**src/rtl/pixel_capture_pkg.sv**
```systemverilog
package pixel_capture_pkg;

    // ------------------------------------------------------------------
    // Widths and counts
    // ------------------------------------------------------------------
    localparam int PIXEL_W   = 12;
    localparam int TEN_BIT_W = 10;
    localparam int GAP_W     = 4;
    localparam int PERIOD_W  = 8;
    localparam int FRAME_W   = 10;
    localparam int SYNC_N    = 2;

    // Least number of pixel clocks between two sync toggles in 10-bit mode.
    localparam logic [GAP_W-1:0] SYNC_GAP_CYCLES = 4'hA;

    // Serial bits carried per pixel-clock word slot.
    localparam int SERIAL_BITS_PER_WORD = 28;

    // Reference clock rate and legal pixel clock ranges, in kHz.
    localparam int REF_CLK_KHZ   = 250000;
    localparam int TEN_MIN_KHZ   = 50000;
    localparam int TEN_MAX_KHZ   = 100000;
    localparam int HIGH_MIN_KHZ  = 37500;
    localparam int HIGH_MAX_KHZ  = 75000;
    localparam int LOW_MIN_KHZ   = 25000;
    localparam int LOW_MAX_KHZ   = 50000;

    // ------------------------------------------------------------------
    // Reset values
    // ------------------------------------------------------------------
    localparam logic [PIXEL_W-1:0]  PIXEL_RESET  = 12'h000;
    localparam logic [PERIOD_W-1:0] PERIOD_RESET = 8'h00;
    localparam logic [FRAME_W-1:0]  FRAME_RESET  = 10'h000;

    // ------------------------------------------------------------------
    // Payload modes
    // ------------------------------------------------------------------
    typedef enum logic [1:0] {
        ten_bit_mode,
        high_rate_twelve_bit_mode,
        low_rate_twelve_bit_mode
    } payload_mode_t;

endpackage : pixel_capture_pkg

```
**src/rtl/pixel_period_meter.sv**
```systemverilog
`timescale 1ns/10ps

module pixel_period_meter (
    input  wire logic                                  ref_clk,
    input  wire logic                                  resetn,
    input  wire logic                                  edge_seen,
    output logic [pixel_capture_pkg::PERIOD_W-1:0]     pixel_period
);

    typedef struct packed {
        logic [pixel_capture_pkg::PERIOD_W-1:0] count;
        logic [pixel_capture_pkg::PERIOD_W-1:0] period;
    } meter_state_t;

    meter_state_t state;
    meter_state_t next_state;

    // Counts saturate at 8'hFE so the first edge after a stopped pixel clock gives the largest period.
    always_comb begin
        next_state = state;
        if (edge_seen) begin
            next_state.period = state.count + 8'h01;
            next_state.count  = pixel_capture_pkg::PERIOD_RESET;
        end else if (state.count != 8'hFE) begin
            next_state.count = state.count + 8'h01;
        end
    end

    always_ff @(posedge ref_clk or negedge resetn) begin
        if (!resetn) begin
            state <= '0;
        end else begin
            state <= next_state;
        end
    end

    assign pixel_period = state.period;

endmodule : pixel_period_meter

```
**src/rtl/parallel_pixel_input_capture.sv**
```systemverilog
`timescale 1ns/10ps

// Behaviour
// - Ten-bit mode captures data bits 9..0 only, upper two read zero.
// - Both twelve-bit modes capture all twelve data bits each sampled edge.
// - Twelve-bit modes pass syncs raw each pixel clock with no toggle limit.
// - Strobe edge select input picks the pixel clock edge used for sampling.
// - Serial word slot spans one, one and a half, or two pixel periods.
module parallel_pixel_input_capture (
    input  wire logic                                  ref_clk,
    input  wire logic                                  resetn,
    input  wire logic [1:0]                            payload_mode,
    input  wire logic                                  strobe_edge_select,
    input  wire logic                                  pixel_clk,
    input  wire logic [pixel_capture_pkg::PIXEL_W-1:0] pixel_data_in,
    input  wire logic                                  line_sync_in,
    input  wire logic                                  frame_sync_in,
    output logic [pixel_capture_pkg::PIXEL_W-1:0]      pixel_data,
    output logic                                       line_sync,
    output logic                                       frame_sync,
    output logic                                       pixel_valid,
    output logic                                       sync_rule_error,
    output logic [pixel_capture_pkg::FRAME_W-1:0]      serial_frame_cycles
);

    // ------------------------------------------------------------------
    // State
    // ------------------------------------------------------------------
    typedef struct packed {
        logic                                                           pclk_q;
        logic [pixel_capture_pkg::PIXEL_W-1:0]                          data;
        logic [pixel_capture_pkg::SYNC_N-1:0]                           sync;
        logic                                                           valid;
        logic                                                           err;
        logic [pixel_capture_pkg::SYNC_N-1:0][pixel_capture_pkg::GAP_W-1:0] gap;
        logic [pixel_capture_pkg::FRAME_W-1:0]                          frame_cycles;
    } capture_state_t;

    capture_state_t                          state;
    capture_state_t                          next_state;
    pixel_capture_pkg::payload_mode_t        mode;
    logic                                    strobe_hit;
    logic [pixel_capture_pkg::PERIOD_W-1:0]  pixel_period;
    logic [pixel_capture_pkg::SYNC_N-1:0]    sync_in;
    logic [pixel_capture_pkg::FRAME_W-1:0]   period_ext;

    // Encoding 3 is unused; it falls back to the low-rate twelve-bit mode.
    assign mode = (payload_mode == 2'h0) ? pixel_capture_pkg::ten_bit_mode :
                  (payload_mode == 2'h1) ? pixel_capture_pkg::high_rate_twelve_bit_mode :
                                           pixel_capture_pkg::low_rate_twelve_bit_mode;

    // A high select samples on the rising edge, a low select on the falling edge.
    assign strobe_hit = (pixel_clk != state.pclk_q) && (pixel_clk == strobe_edge_select);
    assign sync_in    = {frame_sync_in, line_sync_in};
    assign period_ext = {2'h0, pixel_period};

    // ------------------------------------------------------------------
    // Pixel clock period measurement
    // ------------------------------------------------------------------
    pixel_period_meter meter (
        .ref_clk      (ref_clk),
        .resetn       (resetn),
        .edge_seen    (strobe_hit),
        .pixel_period (pixel_period)
    );

    // ------------------------------------------------------------------
    // Next state
    // ------------------------------------------------------------------
    always_comb begin
        next_state        = state;
        next_state.pclk_q = pixel_clk;
        next_state.valid  = 1'b0;
        next_state.err    = 1'b0;
        if (strobe_hit) begin
            next_state.valid = 1'b1;
            next_state.sync  = sync_in;
            if (mode == pixel_capture_pkg::ten_bit_mode) begin
                next_state.data = {2'h0, pixel_data_in[pixel_capture_pkg::TEN_BIT_W-1:0]};
            end else begin
                next_state.data = pixel_data_in;
            end
            // The gap counter holds edges since the last toggle; a toggle closes a gap of
            // count plus one pixel clocks.
            for (int i = 0; i < pixel_capture_pkg::SYNC_N; i++) begin
                if (sync_in[i] != state.sync[i]) begin
                    if ((mode == pixel_capture_pkg::ten_bit_mode) &&
                        ((state.gap[i] + 4'h1) < pixel_capture_pkg::SYNC_GAP_CYCLES)) begin
                        next_state.err = 1'b1;
                    end
                    next_state.gap[i] = 4'h0;
                end else if (state.gap[i] != pixel_capture_pkg::SYNC_GAP_CYCLES) begin
                    next_state.gap[i] = state.gap[i] + 4'h1;
                end
            end
        end
        // Reference cycles per serial word slot; one serial bit is a 28th of it.
        case (mode)
            pixel_capture_pkg::ten_bit_mode: begin
                next_state.frame_cycles = {period_ext[pixel_capture_pkg::FRAME_W-2:0],
                                           1'b0};
            end
            pixel_capture_pkg::high_rate_twelve_bit_mode: begin
                next_state.frame_cycles = period_ext +
                                          {1'b0, period_ext[pixel_capture_pkg::FRAME_W-1:1]};
            end
            default: begin
                next_state.frame_cycles = period_ext;
            end
        endcase
    end

    // ------------------------------------------------------------------
    // Registers
    // ------------------------------------------------------------------
    always_ff @(posedge ref_clk or negedge resetn) begin
        if (!resetn) begin
            state              <= '0;
            state.gap[0]       <= pixel_capture_pkg::SYNC_GAP_CYCLES;
            state.gap[1]       <= pixel_capture_pkg::SYNC_GAP_CYCLES;
        end else begin
            state <= next_state;
        end
    end

    assign pixel_data          = state.data;
    assign line_sync           = state.sync[0];
    assign frame_sync          = state.sync[1];
    assign pixel_valid         = state.valid;
    assign sync_rule_error     = state.err;
    assign serial_frame_cycles = state.frame_cycles;
endmodule : parallel_pixel_input_capture

```
**config.mk**
```make
export PLATFORM = sky130hd
export DESIGN_NAME = parallel_pixel_input_capture
export DESIGN_NICKNAME = d
export VERILOG_FILES = /design/src/rtl/pixel_capture_pkg.sv /design/src/rtl/pixel_period_meter.sv /design/src/rtl/parallel_pixel_input_capture.sv
export SDC_FILE = /design/constraint.sdc
export NUM_CORES = 1
export LEC_CHECK = 0
export BUFFER_PORTS_ARGS = -buffer_cell sky130_fd_sc_hd__buf_2
export CAP_MARGIN = 20
export CELL_PAD_IN_SITES_DETAIL_PLACEMENT = 1
export CELL_PAD_IN_SITES_GLOBAL_PLACEMENT = 2
export CORE_UTILIZATION = 40
export CTS_BUF_LIST = sky130_fd_sc_hd__clkbuf_2
export CTS_CLUSTER_SIZE = 8
export DETAILED_ROUTE_END_ITERATION = 10
export PLACE_DENSITY_LB_ADDON = 0.1
export SYNTH_ARGS = -nofsm -noshare
export SYNTH_HDL_FRONTEND = slang
export SYNTH_HIERARCHICAL = 1
export SYNTH_SLANG_ARGS = --single-unit
```
**constraint.sdc**
```tcl
create_clock -name ref_clk -period 4.5 [get_ports ref_clk]
set_clock_uncertainty 0.1 [all_clocks]
set_input_delay 0.225 -clock ref_clk [delete_from_list [all_inputs] [get_ports ref_clk]]
set_output_delay 0.225 -clock ref_clk [all_outputs]
set_load 0.03 [all_outputs]
```
---- Yosys cells after proc, flatten, opt, wreduce, memory -nomap -nowiden ----
Cells that the tools add are included.
W data, S select, Z words.
storage, ports and cells
  output and inout port bits .............. 26
  input port bits ......................... 20
  word-level logic and storage cells ...... 50
  register bits ........................... 51
operators by class
  muxes and demuxes ....................... 15
  eq/ne operators ......................... 9
  order comparisons ....................... 2
  $add $sub $neg .......................... 4
  reductions and logical operators ........ 10
operator list
  kind                   number
  $pmux W9 S2            1
  $mux W4                4
  $mux W8                2
  $mux W12               1
  $mux W10               1
  $add A8 B7 Y9          1
  $add A4 B1 Y4 const B  2
  $add A8 B1 Y8 const B  1
  $lt A4 B4 Y1 const B   2
  $ne A4 B4 Y1 const B   2
  $ne A8 B8 Y1 const B   1
  $reduce_bool A2 Y1     3
  $eq A2 B1 Y1 const B   2
  $logic_not A2 Y1       2
  $mux W1                4
  $mux W2                2
  $reduce_and A2 Y1      2
  $logic_and A1 B1 Y1    3
  $ne A1 B1 Y1           3
  $eq A1 B1 Y1           1

---- Depth between registers and ports, before layout ----
Gate-level depths: netlist (run 1).
  depth after elaboration ................. 10
  gate-level depth with buffers ........... 9
  mapped depth without buffers ............ 8

---- By module ----
Netlist (run 1), hierarchy kept.
by module, submodules not included
  module                        cells an instance  area each (sq um)  times used  seq. area each (sq um)
  parallel_pixel_input_capture  200                2031.9             1           855.8
  pixel_period_meter            82                 834.6              1           400.4

---- Worst setup path after synthesis (run 1) ----
No wires, ideal clock.
  kind .................................... reg2reg
  start point ............................. reg meter.state, in the netlist meter/pixel_period[3]
  end point ............................... reg state, in the netlist serial_frame_cycles[7]
  cell stages (with the launch flop) ...... 8
  setup slack ............................. 2.511 ns
  required time ........................... 4.321 ns
  period minus slack after synthesis ...... 1.989 ns
  data arrival time ....................... 1.810 ns
  setup time .............................. 0.079 ns
  buffers on the path ..................... 1
  path through ............................ dfrtp_1 > buf_4 > ha_1 > a21oi_2 > nor2b_1 > a311o_2 > a211oi_2 > mux2i_1
RTL lines
  item                      RTL line                             RTL
  start: declaration        pixel_period_meter.sv:15             meter_state_t state;
  start signal: assignment  pixel_period_meter.sv:33             state <= next_state;
  end signal: assignment    parallel_pixel_input_capture.sv:122  state <= next_state;
  end: declaration          parallel_pixel_input_capture.sv:39   capture_state_t state;

---- Worst setup path in the final report (run 1) ----
  start point ............................. in pixel_clk
  end point ............................... reg state[13] (netlist name)
between the ends
  word-level cells in the longest chain between the ends .. 3
  elaborated cells between the ends (all ways) .. 4
  those cells by class .................... eq/ne (2); reduce/logical (2)
ends and longest elaborated chain
  item                                                 RTL line                            RTL
  start: declaration                                   parallel_pixel_input_capture.sv:14  input wire logic pixel_clk,
  $ne A1 B1 Y1 / $eq A1 B1 Y1 (equally long branches)  parallel_pixel_input_capture.sv:53  assign strobe_hit = (pixel_clk != state.pclk_q) && (pixel_clk == strobe_edge_select);
  $logic_and A1 B1 Y1 (*)                              parallel_pixel_input_capture.sv:53
  $reduce_and A2 Y1 (no source line) (*)               n/a
Mark *: on every way between the ends. The rest lies on a longest branch, timed or not.
A chain may end at the register's enable or synchronous reset.

==> impl_metrics.json, run 1 <==
{
  "status": "finished clean",
  "hp-start": "payload_mode[0]",
  "synth_seq_cells": 50,
  "cp-startpoint": "pixel_clk",
  "max_stage_delay_ns": 0.53,
  "cts.path.max_buffers": 2,
  "insertedDiodeCount": 0,
  "gp_congestion": 0.717,
  "synth_top_family_by_area": "simple AND/OR/NAND/NOR gates",
  "setup_ws_ns": 2.40,
  "clock_latency_ns": 0.43,
  "hold_viol": 0,
  "cts_sinks": 50,
  "swShare": 0.419,
  "power.leakage_nw": 1.43,
  "utilization": 0.460,
  "io_pins": 46,
  "routedWlPerCell_um": 14.5,
  "drt_iter0_drc": 75,
  "syn2layout_area_growth_pct": 10.3,
  "tns_ns": 0,
  "syn_inst": 282,
  "yosysWarnings": 6,
  "final_nets": 349,
  "numPortBuffers": 44,
  "layout.area.seq_sq_um": 1260,
  "arrival_ns": 2.38,
  "p_sw_w": 0.000642,
  "ys.flop_type": "dfrtp_1",
  "synth_compound_area_frac": 0.125,
  "setup_viol": 0,
  "synth_largest_area_cell": "dfrtp_1",
  "drc_errors": 0,
  "rows": 30,
  "whs_path_depth": 3,
  "avgSynthCellArea_sq_um": 10.2,
  "post_cts_buffers": 0,
  "synthSimpleGateAreaFrac": 0.141,
  "cts_root_buf": "clkbuf_2",
  "cts_tree": "done",
  "synthArstFlopShare": 1.00,
  "crit_chain": "dlygate4sd3_1, buf_2, nand2b_1, o22ai_4, buf_4, nor3b_1, a21oi_1, o22ai_1",
  "path_max_fanout": 37,
  "synthTopCellsByArea": "dfrtp_1, buf_4, ha_1, o21ai_0, mux2_2",
  "cp_num_cells": 8,
  "cts_resized": 0,
  "wl_um": 5960,
  "yosysMostFrequentCell": "dfrtp_1",
  "clockPowerShare": 0.121,
  "timing.rr.start": "meter/pixel_period[3]$_DFFE_PN0P_",
  "dp_hpwl_um": 4020,
  "initial_core_util": 0.417,
  "ys_seq_area_frac": 0.438,
  "synth_xor_xnor_area_share": 0.0397,
  "synthTopCellsByCount": "dfrtp_1, buf_4, o21ai_0, nand2_1, ha_1",
  "multi_input_area_sq_um": 1290,
  "synth_top_area_frac": 0.402,
  "ir_worst_vdd_v": 0.000162,
  "synthAdderAreaFrac": 0.0681,
  "end_kind": "register",
  "die_area_sq_um": 7510,
  "crit_family": "buffers and inverters",
  "dieWidth_um": 86.7,
  "vias": 2004,
  "rsz0062_at_grt": "false",
  "fp.dieH_um": 86.7,
  "drive_above_1_share": 0.254,
  "r2r_cells": 6,
  "grt_usage": 0.174,
  "timing.final.crit_period_ns": 2.10,
  "grt_max_degree": 51,
  "cts_buffers": 5,
  "post-route-period-util": 0.467,
  "slew_viol_final": 0,
  "antenna_found_initial": 0,
  "maxClockFrequency_mhz": 476,
  "hp-class": "primary input to register",
  "synth_edf_count": 0,
  "cts_max_level": 2,
  "p_per_area_nw_per_um2": 485,
  "synth_nets": 317,
  "cp.required_ns": 4.78,
  "p_seq_frac": 0.445,
  "synth_cell_type_count": 44,
  "routed_via_density": 4.88,
  "syn_area_sq_um": 2870,
  "share_comb_of_total_power": 0.434,
  "critPathLaunchType": "primary input",
  "grt_pass1_vias": 2062,
  "synthMuxAreaShare": 0.0773,
  "placed_cell_area_sq_um": 2950,
  "internal_power_w": 0.000891,
  "grt_overflow": 0,
  "core_area_sq_um": 6870,
  "grt_pass1_wl_um": 10100,
  "path_clk_slew_ns": 0.25,
  "drtAntennaViolNets": 0,
  "critPathSlowestCell": "dlygate4sd3_1",
  "maxSlewHeadroom": 0.562,
  "worstMarginPinSlew_ns": 0.657,
  "critical_path_buf_inv_count": 3,
  "cap_violations": 0,
  "worstSetupPathType": "primary input to register",
  "dr.pass1.iters": 4,
  "pre_cts_slack_ns": 2.44,
  "fin_area_sq_um": 3160,
  "nFillCells": 802,
  "hold_buffers": 17
}
==> routing by layer <==
metal,GRT usage,wire length [um]
met1,0.234,2970
met2,0.284,2690
met3,0.0352,225
met4,0.0545,75
met5,0,0
==> sequential cells by signal, indices dropped and copies added (netlist names) <==
| signal | cells |
|---|---|
| pixel_data | 12 |
| serial_frame_cycles | 9 |
| state | 9 |
| meter/pixel_period | 8 |
| meter/state | 8 |
| frame_sync | 1 |
| line_sync | 1 |
| pixel_valid | 1 |
| sync_rule_error | 1 |
==> worst paths after layout <==
kind                                                         end  slack, ns
worst max-delay path                       state[13]$_DFFE_PN1P_       2.40
worst min-delay path            serial_frame_cycles[0]$_DFF_PN0_       0.04
worst max register to register  serial_frame_cycles[7]$_DFF_PN0_       2.43
worst min register to register         pixel_data[0]$_DFFE_PN0P_       0.44
max in group asynchronous                  line_sync$_DFFE_PN0P_       3.57
min in group asynchronous              pixel_data[4]$_DFFE_PN0P_       0.30
==> placed cells by master, fill, tap and decap left out, drive strengths merged, types with 4 or more instances in the layout <==
cell	count
nor2	12
xnor2	7
nand3	12
nand2b	9
dfstp	4
buf	46
mux2i	6
mux2	14
a21oi	11
dlygate4sd3	17
inv	12
o21ai	33
nand2	15
nor2b	7
clkbuf	6
o22ai	4
dfrtp	46
xor2	6
a31oi	5
ha	14
==> worst min-delay path, stage by stage <==
cell	delay, ns
buf_2	0.18
nand2_1	0.09
o21ai_0	0.06
==> through the flow <==
| step | instances | total power [W] | hold WS, ns |
|---|---|---|---|
| 2_1_floorplan | 282 | 0.00127 | -0.171 |
| 3_3_place_gp | 386 | 0.00134 | 0.255 |
| 3_5_place_dp | 386 | 0.00135 | 0.260 |
| 4_1_cts | 411 | 0.00155 | 0.000317 |
| 5_1_grt | 411 | 0.00166 | 0.00939 |
| 6_report | 411 | 0.00153 | 0.0374 |
==> area by class of cell <==
class | instances | area share
Sequential cell | 50 | 0.397
Clock buffer | 6 | 0.00950
Timing Repair Buffer | 63 | 0.128
Multi-Input combinational cell | 182 | 0.410
Clock inverter | 2 | 0.00277
Tap cell | 96 | 0.0380
Inverter | 12 | 0.0143
==> cells by family (layout without fill, tap and decap cells) <==
family / Yosys count / after routing
xor+xnor: 13 / 13
simple gates: 73 / 73
buf+inv: 50 / 83
fa+ha+maj: 15 / 15
flops: 50 / 50
compound gates: 60 / 60
mux: 20 / 20
other cells: 1 / 1
==> power groups by stage <==
| stage | clock network [W] | registers [W] | logic, W |
|---|---|---|---|
| final | 0.000186 | 0.000682 | 0.000665 |
| after global routing | 0.000214 | 0.000703 | 0.000746 |
| after CTS | 0.000198 | 0.000683 | 0.000672 |
| after detailed placement | 0 | 0.000693 | 0.000658 |
| after global placement | 0 | 0.000687 | 0.000653 |
| after floorplan | 0 | 0.000658 | 0.000610 |
No activity file was read; power rests on OpenSTA's default activity.
==> inputs of run 2 (changes only) <==
Settings changed: CORE_UTILIZATION 40 to 33.
Clock period 4.5 ns to 1.9 ns, I/O delays scaled along.
==> impl_metrics.json, run 2 (synthesis gave the netlist of run 1 again) <==
{
  "crit_family": "compound AO/OA/AOI/OAI gates",
  "critPathSlowestCell": "dfrtp_1",
  "gp_congestion": 0.703,
  "worstSetupPathType": "register to register",
  "antenna_found_initial": 0,
  "initial_core_util": 0.345,
  "arrival_ns": 2.27,
  "crit_chain": "buf_6, ha_4, a21oi_2, nor2b_2, a311o_2, a211oi_2, mux2i_1",
  "post-place-cells": 407,
  "critPathLaunchType": "register",
  "final_nets": 374,
  "setup_ws_ns": -0.0872,
  "critical_path_buf_inv_count": 1,
  "cts_max_level": 2,
  "path_max_fanout": 3,
  "status": "finished, violations left",
  "grt_pass1_vias": 2190,
  "fp.dieH_um": 95.2,
  "hp-class": "primary input to async pin",
  "routed_via_density": 4.70,
  "drtAntennaViolNets": 0,
  "io_pins": 46,
  "cts_root_buf": "clkbuf_2",
  "dp_hpwl_um": 4220,
  "hold_viol": 0,
  "p_per_area_nw_per_um2": 1180,
  "violations": "setup timing",
  "r2r_cells": 7,
  "dieWidth_um": 95.2,
  "insertedDiodeCount": 0,
  "drt_iter0_drc": 40,
  "routedWlPerCell_um": 13.8,
  "r2r_slack_ns": -0.09,
  "grt_pass1_wl_um": 10200,
  "grt_usage": 0.149,
  "clock_latency_ns": 0.43,
  "largest_reg_flops": 12,
  "setup_viol": 4,
  "dr.pass1.iters": 4,
  "max_stage_delay_ns": 0.47,
  "cap_violations": 0,
  "die_area_sq_um": 9060,
  "core_area_sq_um": 8300,
  "power.leakage_nw": 1.57,
  "ir_worst_vdd_v": 0.000370,
  "vias": 2090,
  "r2r_end": "serial_frame_cycles[7]$_DFF_PN0_",
  "wl_um": 6150,
  "timing.rr.start": "meter/pixel_period[2]$_DFFE_PN0P_",
  "cts_sinks": 50,
  "drive_above_1_share": 0.338,
  "numPortBuffers": 44,
  "utilization": 0.417,
  "cts_tree": "done",
  "maxClockFrequency_mhz": 503,
  "grt_overflow": 0,
  "pre_cts_slack_ns": -0.111,
  "post-route-period-util": 1.05,
  "cp.required_ns": 2.18,
  "cts_buffers": 5,
  "end_kind": "register",
  "cts.path.max_buffers": 2,
  "final_cell_mix": "dfrtp_1, buf_2, o21ai_0",
  "grt_max_degree": 51,
  "syn2layout_area_growth_pct": 20.8,
  "rows": 33,
  "rsz0062_at_grt": "true",
  "totalPowerFinal_w": 0.00408,
  "nFillCells": 953,
  "slew_viol_final": 0,
  "path_clk_slew_ns": 0.26,
  "drc_errors": 0,
  "tns_ns": -0.243,
  "timing.final.crit_period_ns": 1.99,
  "final_cells": 445
}
==> run 2: changes by cell type in the layout (fill, tap and decap cells not counted), sizes merged <==
| cell | before | now |
|---|---|---|
| buf | 46 | 68 |
| dlygate4sd3 | 17 | 20 |
==> run 2: worst max path at each step <==
stage,from,end,slack [ns],cells after the start
2_1_floorplan,meter/pixel_period[0]$_DFFE_PN0P_,serial_frame_cycles[8]$_DFF_PN0_,0.004,9
3_3_place_gp,meter/pixel_period[1]$_DFFE_PN0P_,serial_frame_cycles[6]$_DFF_PN0_,-0.03,8
3_5_place_dp,meter/pixel_period[1]$_DFFE_PN0P_,serial_frame_cycles[6]$_DFF_PN0_,-0.11,8
4_1_cts,meter/pixel_period[1]$_DFFE_PN0P_,serial_frame_cycles[8]$_DFF_PN0_,-0.03,8
5_1_grt,meter/pixel_period[1]$_DFFE_PN0P_,serial_frame_cycles[6]$_DFF_PN0_,-0.15,8
6_report,meter/pixel_period[2]$_DFFE_PN0P_,serial_frame_cycles[7]$_DFF_PN0_,-0.09,7
==> run 2: timing repair <==
action	4_1_cts	5_1_grt
hold buffers	20	0
endpoints found under the setup margin	4	5
gates resized for setup	7	11
buffers inserted	7	3
hold endpoints to repair	83	0
pin swaps	4	7
gates cloned	0	0
==> run 2: worst register-to-register path, cell delays in order (launching register included) <==
cell	delay, ns
dfrtp_1	0.47
buf_6	0.14
ha_4	0.23
a21oi_2	0.15
nor2b_2	0.06
a311o_2	0.39
a211oi_2	0.20
mux2i_1	0.20
==> run 2: routing by layer <==
layer | track usage | share of wire | vias up
met5 | 0 | 0 | -
met1 | 0.188 | 0.48 | 997
met3 | 0.0343 | 0.032 | 2
met4 | 0.0492 | 0.0073 | 0
li1 | - | - | 1054
met2 | 0.249 | 0.48 | 37
==> run 2: layout make-up <==
| cell class | count | area (sq um) | area share |
|---|---|---|---|
| Clock buffer | 6 | 30.0 | 0.00867 |
| Clock inverter | 2 | 8.76 | 0.00253 |
| Inverter | 12 | 45.0 | 0.0130 |
| Multi-Input combinational cell | 182 | 1350 | 0.390 |
| Sequential cell | 50 | 1260 | 0.364 |
| Tap cell | 105 | 131 | 0.0379 |
| Timing Repair Buffer | 88 | 637 | 0.184 |
==> run 2: where the power goes <==
group / internal, W / switching [W] / total, W
Sequential: 0.00136 / 0.000250 / 0.00161
Clock: 0.0000905 / 0.000341 / 0.000432
Combinational: 0.00101 / 0.00103 / 0.00204
Total: 0.00246 / 0.00163 / 0.00408
==> run 2: metrics by stage <==
stage          cell area, sq um  hold WS, ns
6_report                   3460       0.0368
3_5_place_dp               3090       0.0130
2_1_floorplan              2880       -0.301
3_3_place_gp               3090       0.0120
4_1_cts                    3390      0.00797
5_1_grt                    3460       0.0231
